### config.mk
export PLATFORM = sky130hd
export DESIGN_NAME = reset_strap_sampler
export DESIGN_NICKNAME = d
export VERILOG_FILES = /design/src/strap_pkg.sv /design/src/reset_strap_sampler.sv /design/src/strap_capture_timer.sv
export SDC_FILE = /design/constraint.sdc
export NUM_CORES = 1
export LEC_CHECK = 0
export BUFFER_PORTS_ARGS = -buffer_cell sky130_fd_sc_hd__buf_2
export CAP_MARGIN = 30
export CELL_PAD_IN_SITES_DETAIL_PLACEMENT = 1
export CELL_PAD_IN_SITES_GLOBAL_PLACEMENT = 1
export CORE_MARGIN = 10
export CORE_UTILIZATION = 35
export DETAILED_ROUTE_END_ITERATION = 12
export GPL_TIMING_DRIVEN = 0
export PLACE_DENSITY = 0.89
export SYNTH_ARGS = -nofsm -noshare
export SYNTH_HDL_FRONTEND = slang
export SYNTH_SLANG_ARGS = --single-unit
### constraint.sdc
create_clock -name aclk -period 2.4 [get_ports aclk]
set_input_delay 0.36 -clock aclk [delete_from_list [all_inputs] [get_ports aclk]]
set_output_delay 0.36 -clock aclk [all_outputs]
set_load 0.01 [all_outputs]
### src/strap_pkg.sv
/*
 * Constants shared by the strap capture block: pin indices, timing,
 * register offsets and field positions.
 * Assumes a 100 MHz core clock and a 32-bit AXI4-Lite register bus.
 */
// Function
// - Active-low power-on input holds logic in reset
// - Integrity strap: 0 selects CRC, 1 checksum
// - Diagnostic port check comes from stored setting
// - Strap pins undriven while power-on input low
// - Straps captured 1.5 us after power-on release
// - Captured pins may then drive debug outputs
// - Boot strap: 0 loads main, 1 stays boot
// - Spread strap: 0 disables, 1 uses stored settings
// - Weak pull-down makes open straps read zero
package strap_pkg;

    ////////////////////////////////////////////////////////////////////////
    // Strap pin positions inside the captured vector
    localparam int STRAP_COUNT     = 7;
    localparam int STRAP_INTEGRITY = 0;
    localparam int STRAP_BOOT_HOLD = 1;
    localparam int STRAP_TEST_ONE  = 2;
    localparam int STRAP_TEST_FOUR = 5;
    localparam int STRAP_SPREAD    = 6;

    ////////////////////////////////////////////////////////////////////////
    // Timing: sampling delay after the power-on input goes high
    localparam real CLK_PERIOD_NS     = 10.0;
    localparam real CAPTURE_DELAY_US  = 1.5;
    localparam int  CAPTURE_CYCLES    = int'(CAPTURE_DELAY_US * 1000.0 / CLK_PERIOD_NS);

    ////////////////////////////////////////////////////////////////////////
    // Register map (byte addresses)
    localparam logic [7:0] STATUS_OFFSET = 8'h00;
    localparam logic [7:0] DEBUG_OFFSET  = 8'h04;

    // Status fields
    localparam int STAT_CAPTURED_BIT = 0;
    localparam int STAT_POR_BIT      = 1;
    localparam int STAT_DIAG_BIT     = 2;
    localparam int STAT_STRAP_LSB    = 8;

    // Debug control fields
    localparam int DBG_OUT_LSB       = 0;
    localparam int DBG_OE_LSB        = 8;
    localparam int DBG_TRACE_CLK_BIT = 16;
    localparam int DBG_TRACE_CTL_BIT = 17;
    localparam logic [31:0] DEBUG_MASK  = 32'h0003_7f7f;
    localparam logic [31:0] DEBUG_RESET = 32'h0000_0000;

    // Reset values of the captured straps and pad pull-downs
    localparam logic [STRAP_COUNT-1:0] STRAP_RESET    = 7'h00;
    localparam logic [STRAP_COUNT-1:0] PULLDOWN_RESET = 7'h7f;

    localparam logic [1:0] RESP_OKAY   = 2'h0;
    localparam logic [1:0] RESP_DECERR = 2'h3;

    // Capture sequence states
    typedef enum logic [1:0] {
        ST_HELD     = 2'b00,
        ST_WAITING  = 2'b01,
        ST_CAPTURED = 2'b10
    } capture_state_t;

endpackage

### src/reset_strap_sampler.sv
/*
 * Strap sampler: releases the configuration pins during power-on reset,
 * captures them after the settling delay, holds the result, and lets
 * software drive the pins as debug outputs afterwards. AXI4-Lite slave.
 * Assumes all inputs are synchronous to aclk and pads resolve the wire
 * from the out/oe pairs, applying the weak pull-down when requested.
 */
`timescale 1ns/10ps
module reset_strap_sampler #(
    parameter int ADDR_W       = 8,
    parameter int DELAY_CYCLES = strap_pkg::CAPTURE_CYCLES
) (
    input  wire logic              aclk,
    input  wire logic              aresetn,
    // Power-on input and strap pads
    input  wire logic              por_n_input,
    input  wire logic              integrity_select_strap_in,
    output logic                   integrity_select_strap_out,
    output logic                   integrity_select_strap_oe,
    input  wire logic              boot_hold_strap_in,
    output logic                   boot_hold_strap_out,
    output logic                   boot_hold_strap_oe,
    input  wire logic              test_strap_one_in,
    output logic                   test_strap_one_out,
    output logic                   test_strap_one_oe,
    input  wire logic              test_strap_two_in,
    output logic                   test_strap_two_out,
    output logic                   test_strap_two_oe,
    input  wire logic              test_strap_three_in,
    output logic                   test_strap_three_out,
    output logic                   test_strap_three_oe,
    input  wire logic              test_strap_four_in,
    output logic                   test_strap_four_out,
    output logic                   test_strap_four_oe,
    input  wire logic              spread_disable_strap_in,
    output logic                   spread_disable_strap_out,
    output logic                   spread_disable_strap_oe,
    output logic [strap_pkg::STRAP_COUNT-1:0] strap_pulldown_en,
    output logic                   reserved_enable_pin_out,
    output logic                   reserved_enable_pin_oe,
    output logic                   trace_clock_out,
    output logic                   trace_control_out,
    // Configuration results
    input  wire logic              diag_check_nvm,
    output logic                   host_use_checksum,
    output logic                   diag_use_checksum,
    output logic                   stay_in_boot,
    output logic                   spread_enable,
    output logic                   straps_valid,
    // AXI4-Lite slave
    input  wire logic [ADDR_W-1:0] s_axi_awaddr,
    input  wire logic              s_axi_awvalid,
    output logic                   s_axi_awready,
    input  wire logic [31:0]       s_axi_wdata,
    input  wire logic [3:0]        s_axi_wstrb,
    input  wire logic              s_axi_wvalid,
    output logic                   s_axi_wready,
    output logic [1:0]             s_axi_bresp,
    output logic                   s_axi_bvalid,
    input  wire logic              s_axi_bready,
    input  wire logic [ADDR_W-1:0] s_axi_araddr,
    input  wire logic              s_axi_arvalid,
    output logic                   s_axi_arready,
    output logic [31:0]            s_axi_rdata,
    output logic [1:0]             s_axi_rresp,
    output logic                   s_axi_rvalid,
    input  wire logic              s_axi_rready
);
    import strap_pkg::*;

    logic [STRAP_COUNT-1:0] pin_in;
    logic [STRAP_COUNT-1:0] pin_out;
    logic [STRAP_COUNT-1:0] pin_oe;
    logic [STRAP_COUNT-1:0] strap_value_reg;
    logic [STRAP_COUNT-1:0] pulldown_reg;
    logic                   diag_reg;
    logic                   capture_pulse;
    capture_state_t         cap_state;
    logic                   captured;
    logic [31:0]            debug_reg;
    logic [ADDR_W-1:0]      aw_addr_reg;
    logic [31:0]            w_data_reg;
    logic [3:0]             w_strb_reg;
    logic                   aw_got_reg;
    logic                   w_got_reg;
    logic                   bvalid_reg;
    logic [1:0]             bresp_reg;
    logic                   rvalid_reg;
    logic [31:0]            rdata_reg;
    logic [1:0]             rresp_reg;
    logic                   do_write;
    logic                   write_hit;
    logic [31:0]            status_word;

    ////////////////////////////////////////////////////////////////////////
    // Pad gathering; index order follows the package positions
    assign pin_in = {spread_disable_strap_in, test_strap_four_in, test_strap_three_in,
                     test_strap_two_in, test_strap_one_in, boot_hold_strap_in,
                     integrity_select_strap_in};
    assign {spread_disable_strap_out, test_strap_four_out, test_strap_three_out,
            test_strap_two_out, test_strap_one_out, boot_hold_strap_out,
            integrity_select_strap_out} = pin_out;
    assign {spread_disable_strap_oe, test_strap_four_oe, test_strap_three_oe,
            test_strap_two_oe, test_strap_one_oe, boot_hold_strap_oe,
            integrity_select_strap_oe} = pin_oe;

    strap_capture_timer #(
        .DELAY_CYCLES (DELAY_CYCLES)
    ) u_timer (
        .aclk          (aclk),
        .aresetn       (aresetn),
        .por_n_input   (por_n_input),
        .capture_pulse (capture_pulse),
        .state         (cap_state)
    );

    assign captured = (cap_state == ST_CAPTURED);

    ////////////////////////////////////////////////////////////////////////
    // Debug drive per pin: only after capture, and gated by the power-on
    // input directly so the pads float in the very cycle it falls
    genvar gi;
    generate
        for (gi = 0; gi < STRAP_COUNT; gi++) begin : g_pad
            assign pin_oe[gi]  = por_n_input && captured
                                 && debug_reg[DBG_OE_LSB + gi];
            assign pin_out[gi] = debug_reg[DBG_OUT_LSB + gi];
        end
    endgenerate

    // Reserved pad is never driven; it exists only to keep it floating
    assign reserved_enable_pin_out = 1'b0;
    assign reserved_enable_pin_oe  = 1'b0;
    assign strap_pulldown_en       = pulldown_reg;

    // Weak pull-downs stay on, except from one cycle after a pin's debug drive is enabled until one cycle after it ends, so an open strap resolves to zero
    always_ff @(posedge aclk) begin
        if (!aresetn) begin
            pulldown_reg <= PULLDOWN_RESET;
        end else begin
            pulldown_reg <= por_n_input ? ~pin_oe : PULLDOWN_RESET;
        end
    end

    ////////////////////////////////////////////////////////////////////////
    // Captured straps: taken once, then frozen until the next assertion
    always_ff @(posedge aclk) begin
        if (!aresetn || !por_n_input) begin
            strap_value_reg <= STRAP_RESET;
        end else if (capture_pulse) begin
            strap_value_reg <= pin_in;
        end
    end

    // Diagnostic check method tracks the stored setting, not the strap
    always_ff @(posedge aclk) begin
        if (!aresetn) begin
            diag_reg <= 1'b0;
        end else begin
            diag_reg <= diag_check_nvm;
        end
    end

    assign host_use_checksum = strap_value_reg[STRAP_INTEGRITY];
    assign stay_in_boot      = strap_value_reg[STRAP_BOOT_HOLD];
    assign spread_enable     = strap_value_reg[STRAP_SPREAD];
    assign diag_use_checksum = diag_reg;
    assign straps_valid      = captured;
    assign trace_clock_out   = captured && debug_reg[DBG_TRACE_CLK_BIT];
    assign trace_control_out = captured && debug_reg[DBG_TRACE_CTL_BIT];

    ////////////////////////////////////////////////////////////////////////
    // AXI4-Lite write: address and data taken in either order, applied
    // one cycle after both are held; one write outstanding at a time
    assign s_axi_awready = !aw_got_reg;
    assign s_axi_wready  = !w_got_reg;
    assign do_write      = aw_got_reg && w_got_reg && !bvalid_reg;
    assign write_hit     = (aw_addr_reg[7:0] == DEBUG_OFFSET) || (aw_addr_reg[7:0] == STATUS_OFFSET);

    always_ff @(posedge aclk) begin
        if (!aresetn) begin
            aw_got_reg  <= 1'b0;
            aw_addr_reg <= '0;
        end else if (s_axi_awvalid && !aw_got_reg) begin
            aw_got_reg  <= 1'b1;
            aw_addr_reg <= s_axi_awaddr;
        end else if (do_write) begin
            aw_got_reg  <= 1'b0;
        end
    end

    always_ff @(posedge aclk) begin
        if (!aresetn) begin
            w_got_reg  <= 1'b0;
            w_data_reg <= '0;
            w_strb_reg <= '0;
        end else if (s_axi_wvalid && !w_got_reg) begin
            w_got_reg  <= 1'b1;
            w_data_reg <= s_axi_wdata;
            w_strb_reg <= s_axi_wstrb;
        end else if (do_write) begin
            w_got_reg  <= 1'b0;
        end
    end

    // Debug control; status is read-only so writes there are dropped
    always_ff @(posedge aclk) begin
        if (!aresetn) begin
            debug_reg <= DEBUG_RESET;
        end else if (do_write && aw_addr_reg[7:0] == DEBUG_OFFSET) begin
            for (int b = 0; b < 4; b++) begin
                if (w_strb_reg[b]) begin
                    debug_reg[b*8 +: 8] <= w_data_reg[b*8 +: 8] & DEBUG_MASK[b*8 +: 8];
                end
            end
        end
    end

    // Write response
    always_ff @(posedge aclk) begin
        if (!aresetn) begin
            bvalid_reg <= 1'b0;
            bresp_reg  <= RESP_OKAY;
        end else if (do_write) begin
            bvalid_reg <= 1'b1;
            bresp_reg  <= write_hit ? RESP_OKAY : RESP_DECERR;
        end else if (s_axi_bready) begin
            bvalid_reg <= 1'b0;
        end
    end

    assign s_axi_bvalid = bvalid_reg;
    assign s_axi_bresp  = bresp_reg;

    ////////////////////////////////////////////////////////////////////////
    // AXI4-Lite read: answer registered one cycle after the address
    always_comb begin
        status_word = '0;
        status_word[STAT_CAPTURED_BIT] = captured;
        status_word[STAT_POR_BIT]      = por_n_input;
        status_word[STAT_DIAG_BIT]     = diag_reg;
        status_word[STAT_STRAP_LSB +: STRAP_COUNT] = strap_value_reg;
    end

    assign s_axi_arready = !rvalid_reg;

    always_ff @(posedge aclk) begin
        if (!aresetn) begin
            rvalid_reg <= 1'b0;
            rdata_reg  <= '0;
            rresp_reg  <= RESP_OKAY;
        end else if (s_axi_arvalid && !rvalid_reg) begin
            rvalid_reg <= 1'b1;
            unique case (s_axi_araddr[7:0])
                STATUS_OFFSET: begin
                    rdata_reg <= status_word;
                    rresp_reg <= RESP_OKAY;
                end
                DEBUG_OFFSET: begin
                    rdata_reg <= debug_reg;
                    rresp_reg <= RESP_OKAY;
                end
                default: begin
                    rdata_reg <= '0;
                    rresp_reg <= RESP_DECERR;
                end
            endcase
        end else if (s_axi_rready) begin
            rvalid_reg <= 1'b0;
        end
    end

    assign s_axi_rvalid = rvalid_reg;
    assign s_axi_rdata  = rdata_reg;
    assign s_axi_rresp  = rresp_reg;
endmodule

### src/strap_capture_timer.sv
/*
 * Counts the settling delay after the power-on input rises and gives
 * a one-cycle capture pulse, once per release.
 * Assumes por_n_input is already synchronous to aclk.
 */
`timescale 1ns/10ps
module strap_capture_timer #(
    parameter int DELAY_CYCLES = strap_pkg::CAPTURE_CYCLES
) (
    input  wire logic aclk,
    input  wire logic aresetn,
    input  wire logic por_n_input,
    output logic      capture_pulse,
    output strap_pkg::capture_state_t state
);
    import strap_pkg::*;

    localparam int CNT_W = $clog2(DELAY_CYCLES + 1);

    logic [CNT_W-1:0] count_reg;
    capture_state_t   state_reg;

    ////////////////////////////////////////////////////////////////////////
    // Pulse after DELAY_CYCLES edges with the power-on input high; pins taken next edge
    assign capture_pulse = (state_reg == ST_WAITING) && por_n_input
                           && (count_reg == CNT_W'(DELAY_CYCLES - 1));
    assign state         = state_reg;

    // Counter restarts on every assertion, so a short glitch cannot
    // carry a partial count into the next release
    always_ff @(posedge aclk) begin
        if (!aresetn || !por_n_input) begin
            count_reg <= '0;
        end else if (state_reg == ST_WAITING) begin
            count_reg <= count_reg + CNT_W'(1);
        end
    end

    // Sequence state
    always_ff @(posedge aclk) begin
        if (!aresetn) begin
            state_reg <= ST_HELD;
        end else if (!por_n_input) begin
            state_reg <= ST_HELD;
        end else begin
            unique case (state_reg)
                ST_HELD:     state_reg <= ST_WAITING;
                ST_WAITING:  state_reg <= capture_pulse ? ST_CAPTURED : ST_WAITING;
                ST_CAPTURED: state_reg <= ST_CAPTURED;
                default:     state_reg <= ST_HELD;
            endcase
        end
    end

endmodule

==> metrics <==
status complete, no violations; Detailed Route WL 11.39 mm; CTS Sinks 90; CP endpoint kind output pin; drt wl/cell about 17 um; All-Layer GR Usage 0.1495; FMAX 455.6 MHz; max-cap violation count 0; Rows 37; Setup-failing EPs final 0; Final min period 2.195 ns; min-delay src diag_check_nvm; CTS buffer count 9; Post-synth ARST share 0; HP Class input port to register; hold buffer count at CTS 0; syn avg cell area 9.089 um2; Synth area leaders dfxtp_1 (49%), mux2i_1 (9.2%), nand2_1 (8.6%); Compound-Gate Fraction of Synth Area 0.1162; post-CTS setup buffers 0; Top Ports 139; Port Buf Inserts 101; Antenna Nets Post-Route 0; Core Box Area around 0.01 mm2; Post-Synth XOR/XNOR Area 0.004759; crit path kind register to output pin; first-pass GRT wire length 17.95 mm; FF-to-FF Start aw_addr_reg[3]$_SDFFE_PN0P_; gate count after technology mapping 405; router iterations before antenna repair 4; H-tree levels 3; fin crit share 0.9146; adder-cell area share of the yosys netlist 0.006798; synthesis-to-finish area growth 24.74%; detailed-route via count 3301; leakage ~1.9 nW; CP startpoint kind register; layout cells sized above 1 0.2602; largest net degree at the start of global routing 14; antenna violations before repair 0; Post-synth top cells dfxtp_1 (90), nand2_1 (84), a21oi_1 (35); Post-Synth Simple-Gate Area 0.2138; dominant synthesized flop cell dfxtp_1; CTS Buffer Depth 2; Critical Path Fanout Max 10; DP Wirelength 9.159 mm; NumNets Final 604; largest family of logic cells by synthesized area simple AND/OR/NAND/NOR gates; Yosys top cell area share 0.4895; RSZ-0062 raised after global routing no; WP data arrival 1.84 ns; CP Launch Point u_timer.state[1]$_SDFF_PN0_; gr ovfl total 0; area of the multi-input gates 0.001665 mm2; Peak supply drop 0.2636 mV; sequential share of the synthesized area 0.4895; final hold vios 0; Max Slew Vio Count 0; PD cells 598.9 mW/mm2; Reg clk slew, reported paths 0.08 ns; # fillers 1261; DRC viols 0; die area 0.01502 mm2; Required @ worst endpoint 2.04 ns; most common cell in the netlist dfxtp_1; Routability Congestion 0.8291; drt initial violations approximately 150; post-route setup TNS 0 ns; Max Clock Skew 0.008561 ns; number of distinct library cells after synthesis 40; multiplexer share of the synthesized area 0.09245; die width 122.6 um; Die Y 122.6 um; flops & latches, synth 90; synthesized area 0.003681 mm2; Vias/cell 4.898; Clock Latency Late Sink between 0.3 and 0.4 ns; Slew HR 0.3654; Post-synth EDFFs 0; clock root buffer clkbuf_8; Initial Util 0.3582; n_diodes 0; Worst Tran Pin Value 0.9433 ns; yosys warns 0; Design Power 2.750 mW; CTS tree done; top cell type by total area after synthesis dfxtp_1; CTS resizes 0; number of global-route vias before repair 3515; sequential cell area 0.001802 mm2
[per-stage QoR]
stage          setup slack (ns)  instance area (um2)  cells  hold WS, ns    util
2_1_floorplan            0.6513                 3745    422       0.3795       -
3_3_place_gp             0.3683                 4420    659       0.4184  0.4301
3_5_place_dp             0.2811                 4420    659       0.4313  0.4301
4_1_cts                  0.2021                 4592    674       0.2139  0.4468
5_1_grt                 0.06029                 4592    674       0.2214  0.4468
6_report                 0.2049                 4592    674       0.2341  0.4468
[final timing paths]
| path | end | slack (ns) | cells past startpoint |
|---|---|---|---|
| setup / recovery | test_strap_one_oe | 0.20 | 4 |
| hold / removal | diag_use_checksum$_SDFF_PN0_ | 0.23 | 2 |
| setup reg to reg | debug_reg[1]$_SDFFE_PN0P_ | 0.45 | 4 |
| hold reg to reg | strap_pulldown_en[6]$_SDFF_PN1_ | 0.45 | 1 |
[power by group]
group / leakage (nW) / internal, mW / switching (mW)
Clock: 0.0855 / 0.427 / 0.501
Sequential: 0.731 / 1.53 / 0.0246
Combinational: 1.10 / 0.112 / 0.155
[routing by layer]
layer  wire length, um  up-vias  track usage  part of all wire
met5                 0        -            0                 0
met4               175        0      0.05155             0.015
met3               856       14      0.04913             0.075
met2              5616       91       0.2598              0.49
met1              4738     1583       0.1686              0.42
li1                  -     1613            -                 -
[critical path, cell delays in order, from the launching register on]
cell,delay [ns]
dfxtp_1,0.41
nor2b_1,0.31
clkbuf_1,0.40
and3_1,0.24
buf_2,0.14
[cells by family after synthesis]
kind of cell | after synthesis
buf+inv | 53
other cells | 1
mux | 34
compound gates | 66
flops | 90
fa+ha+maj | 2
simple gates | 157
xor+xnor | 2
[cell type report]
cell class	count	area share
timing repair buffer	101	0.1101
inverter	6	0.004905
tap	136	0.03706
clock inverter	2	0.002725
buffer	47	0.05559
multi-input combinational	279	0.3627
sequential	90	0.3924
clock buffer	13	0.03460
[cell usage in the layout, fill, tap and decap left out, types with 2 or more instances in the layout]
cell type,n
clkbuf_1,21
and3b_1,2
inv_1,5
buf_4,20
ha_1,2
nand2b_1,4
nor4_4,2
buf_2,104
nor4_1,2
a32o_1,6
buf_1,5
nor2_1,16
o31ai_1,9
and3_1,7
or3_1,5
a21oi_1,35
clkbuf_8,11
conb_1,18
mux2i_1,34
nor2b_1,5
o2bb2ai_1,10
and2_1,4
nand4_1,8
nand2_1,84
dfxtp_1,90
o21ai_0,3
nor3_1,4
nand3b_1,4
or4_1,4
(Power assumes the default switching activity.)
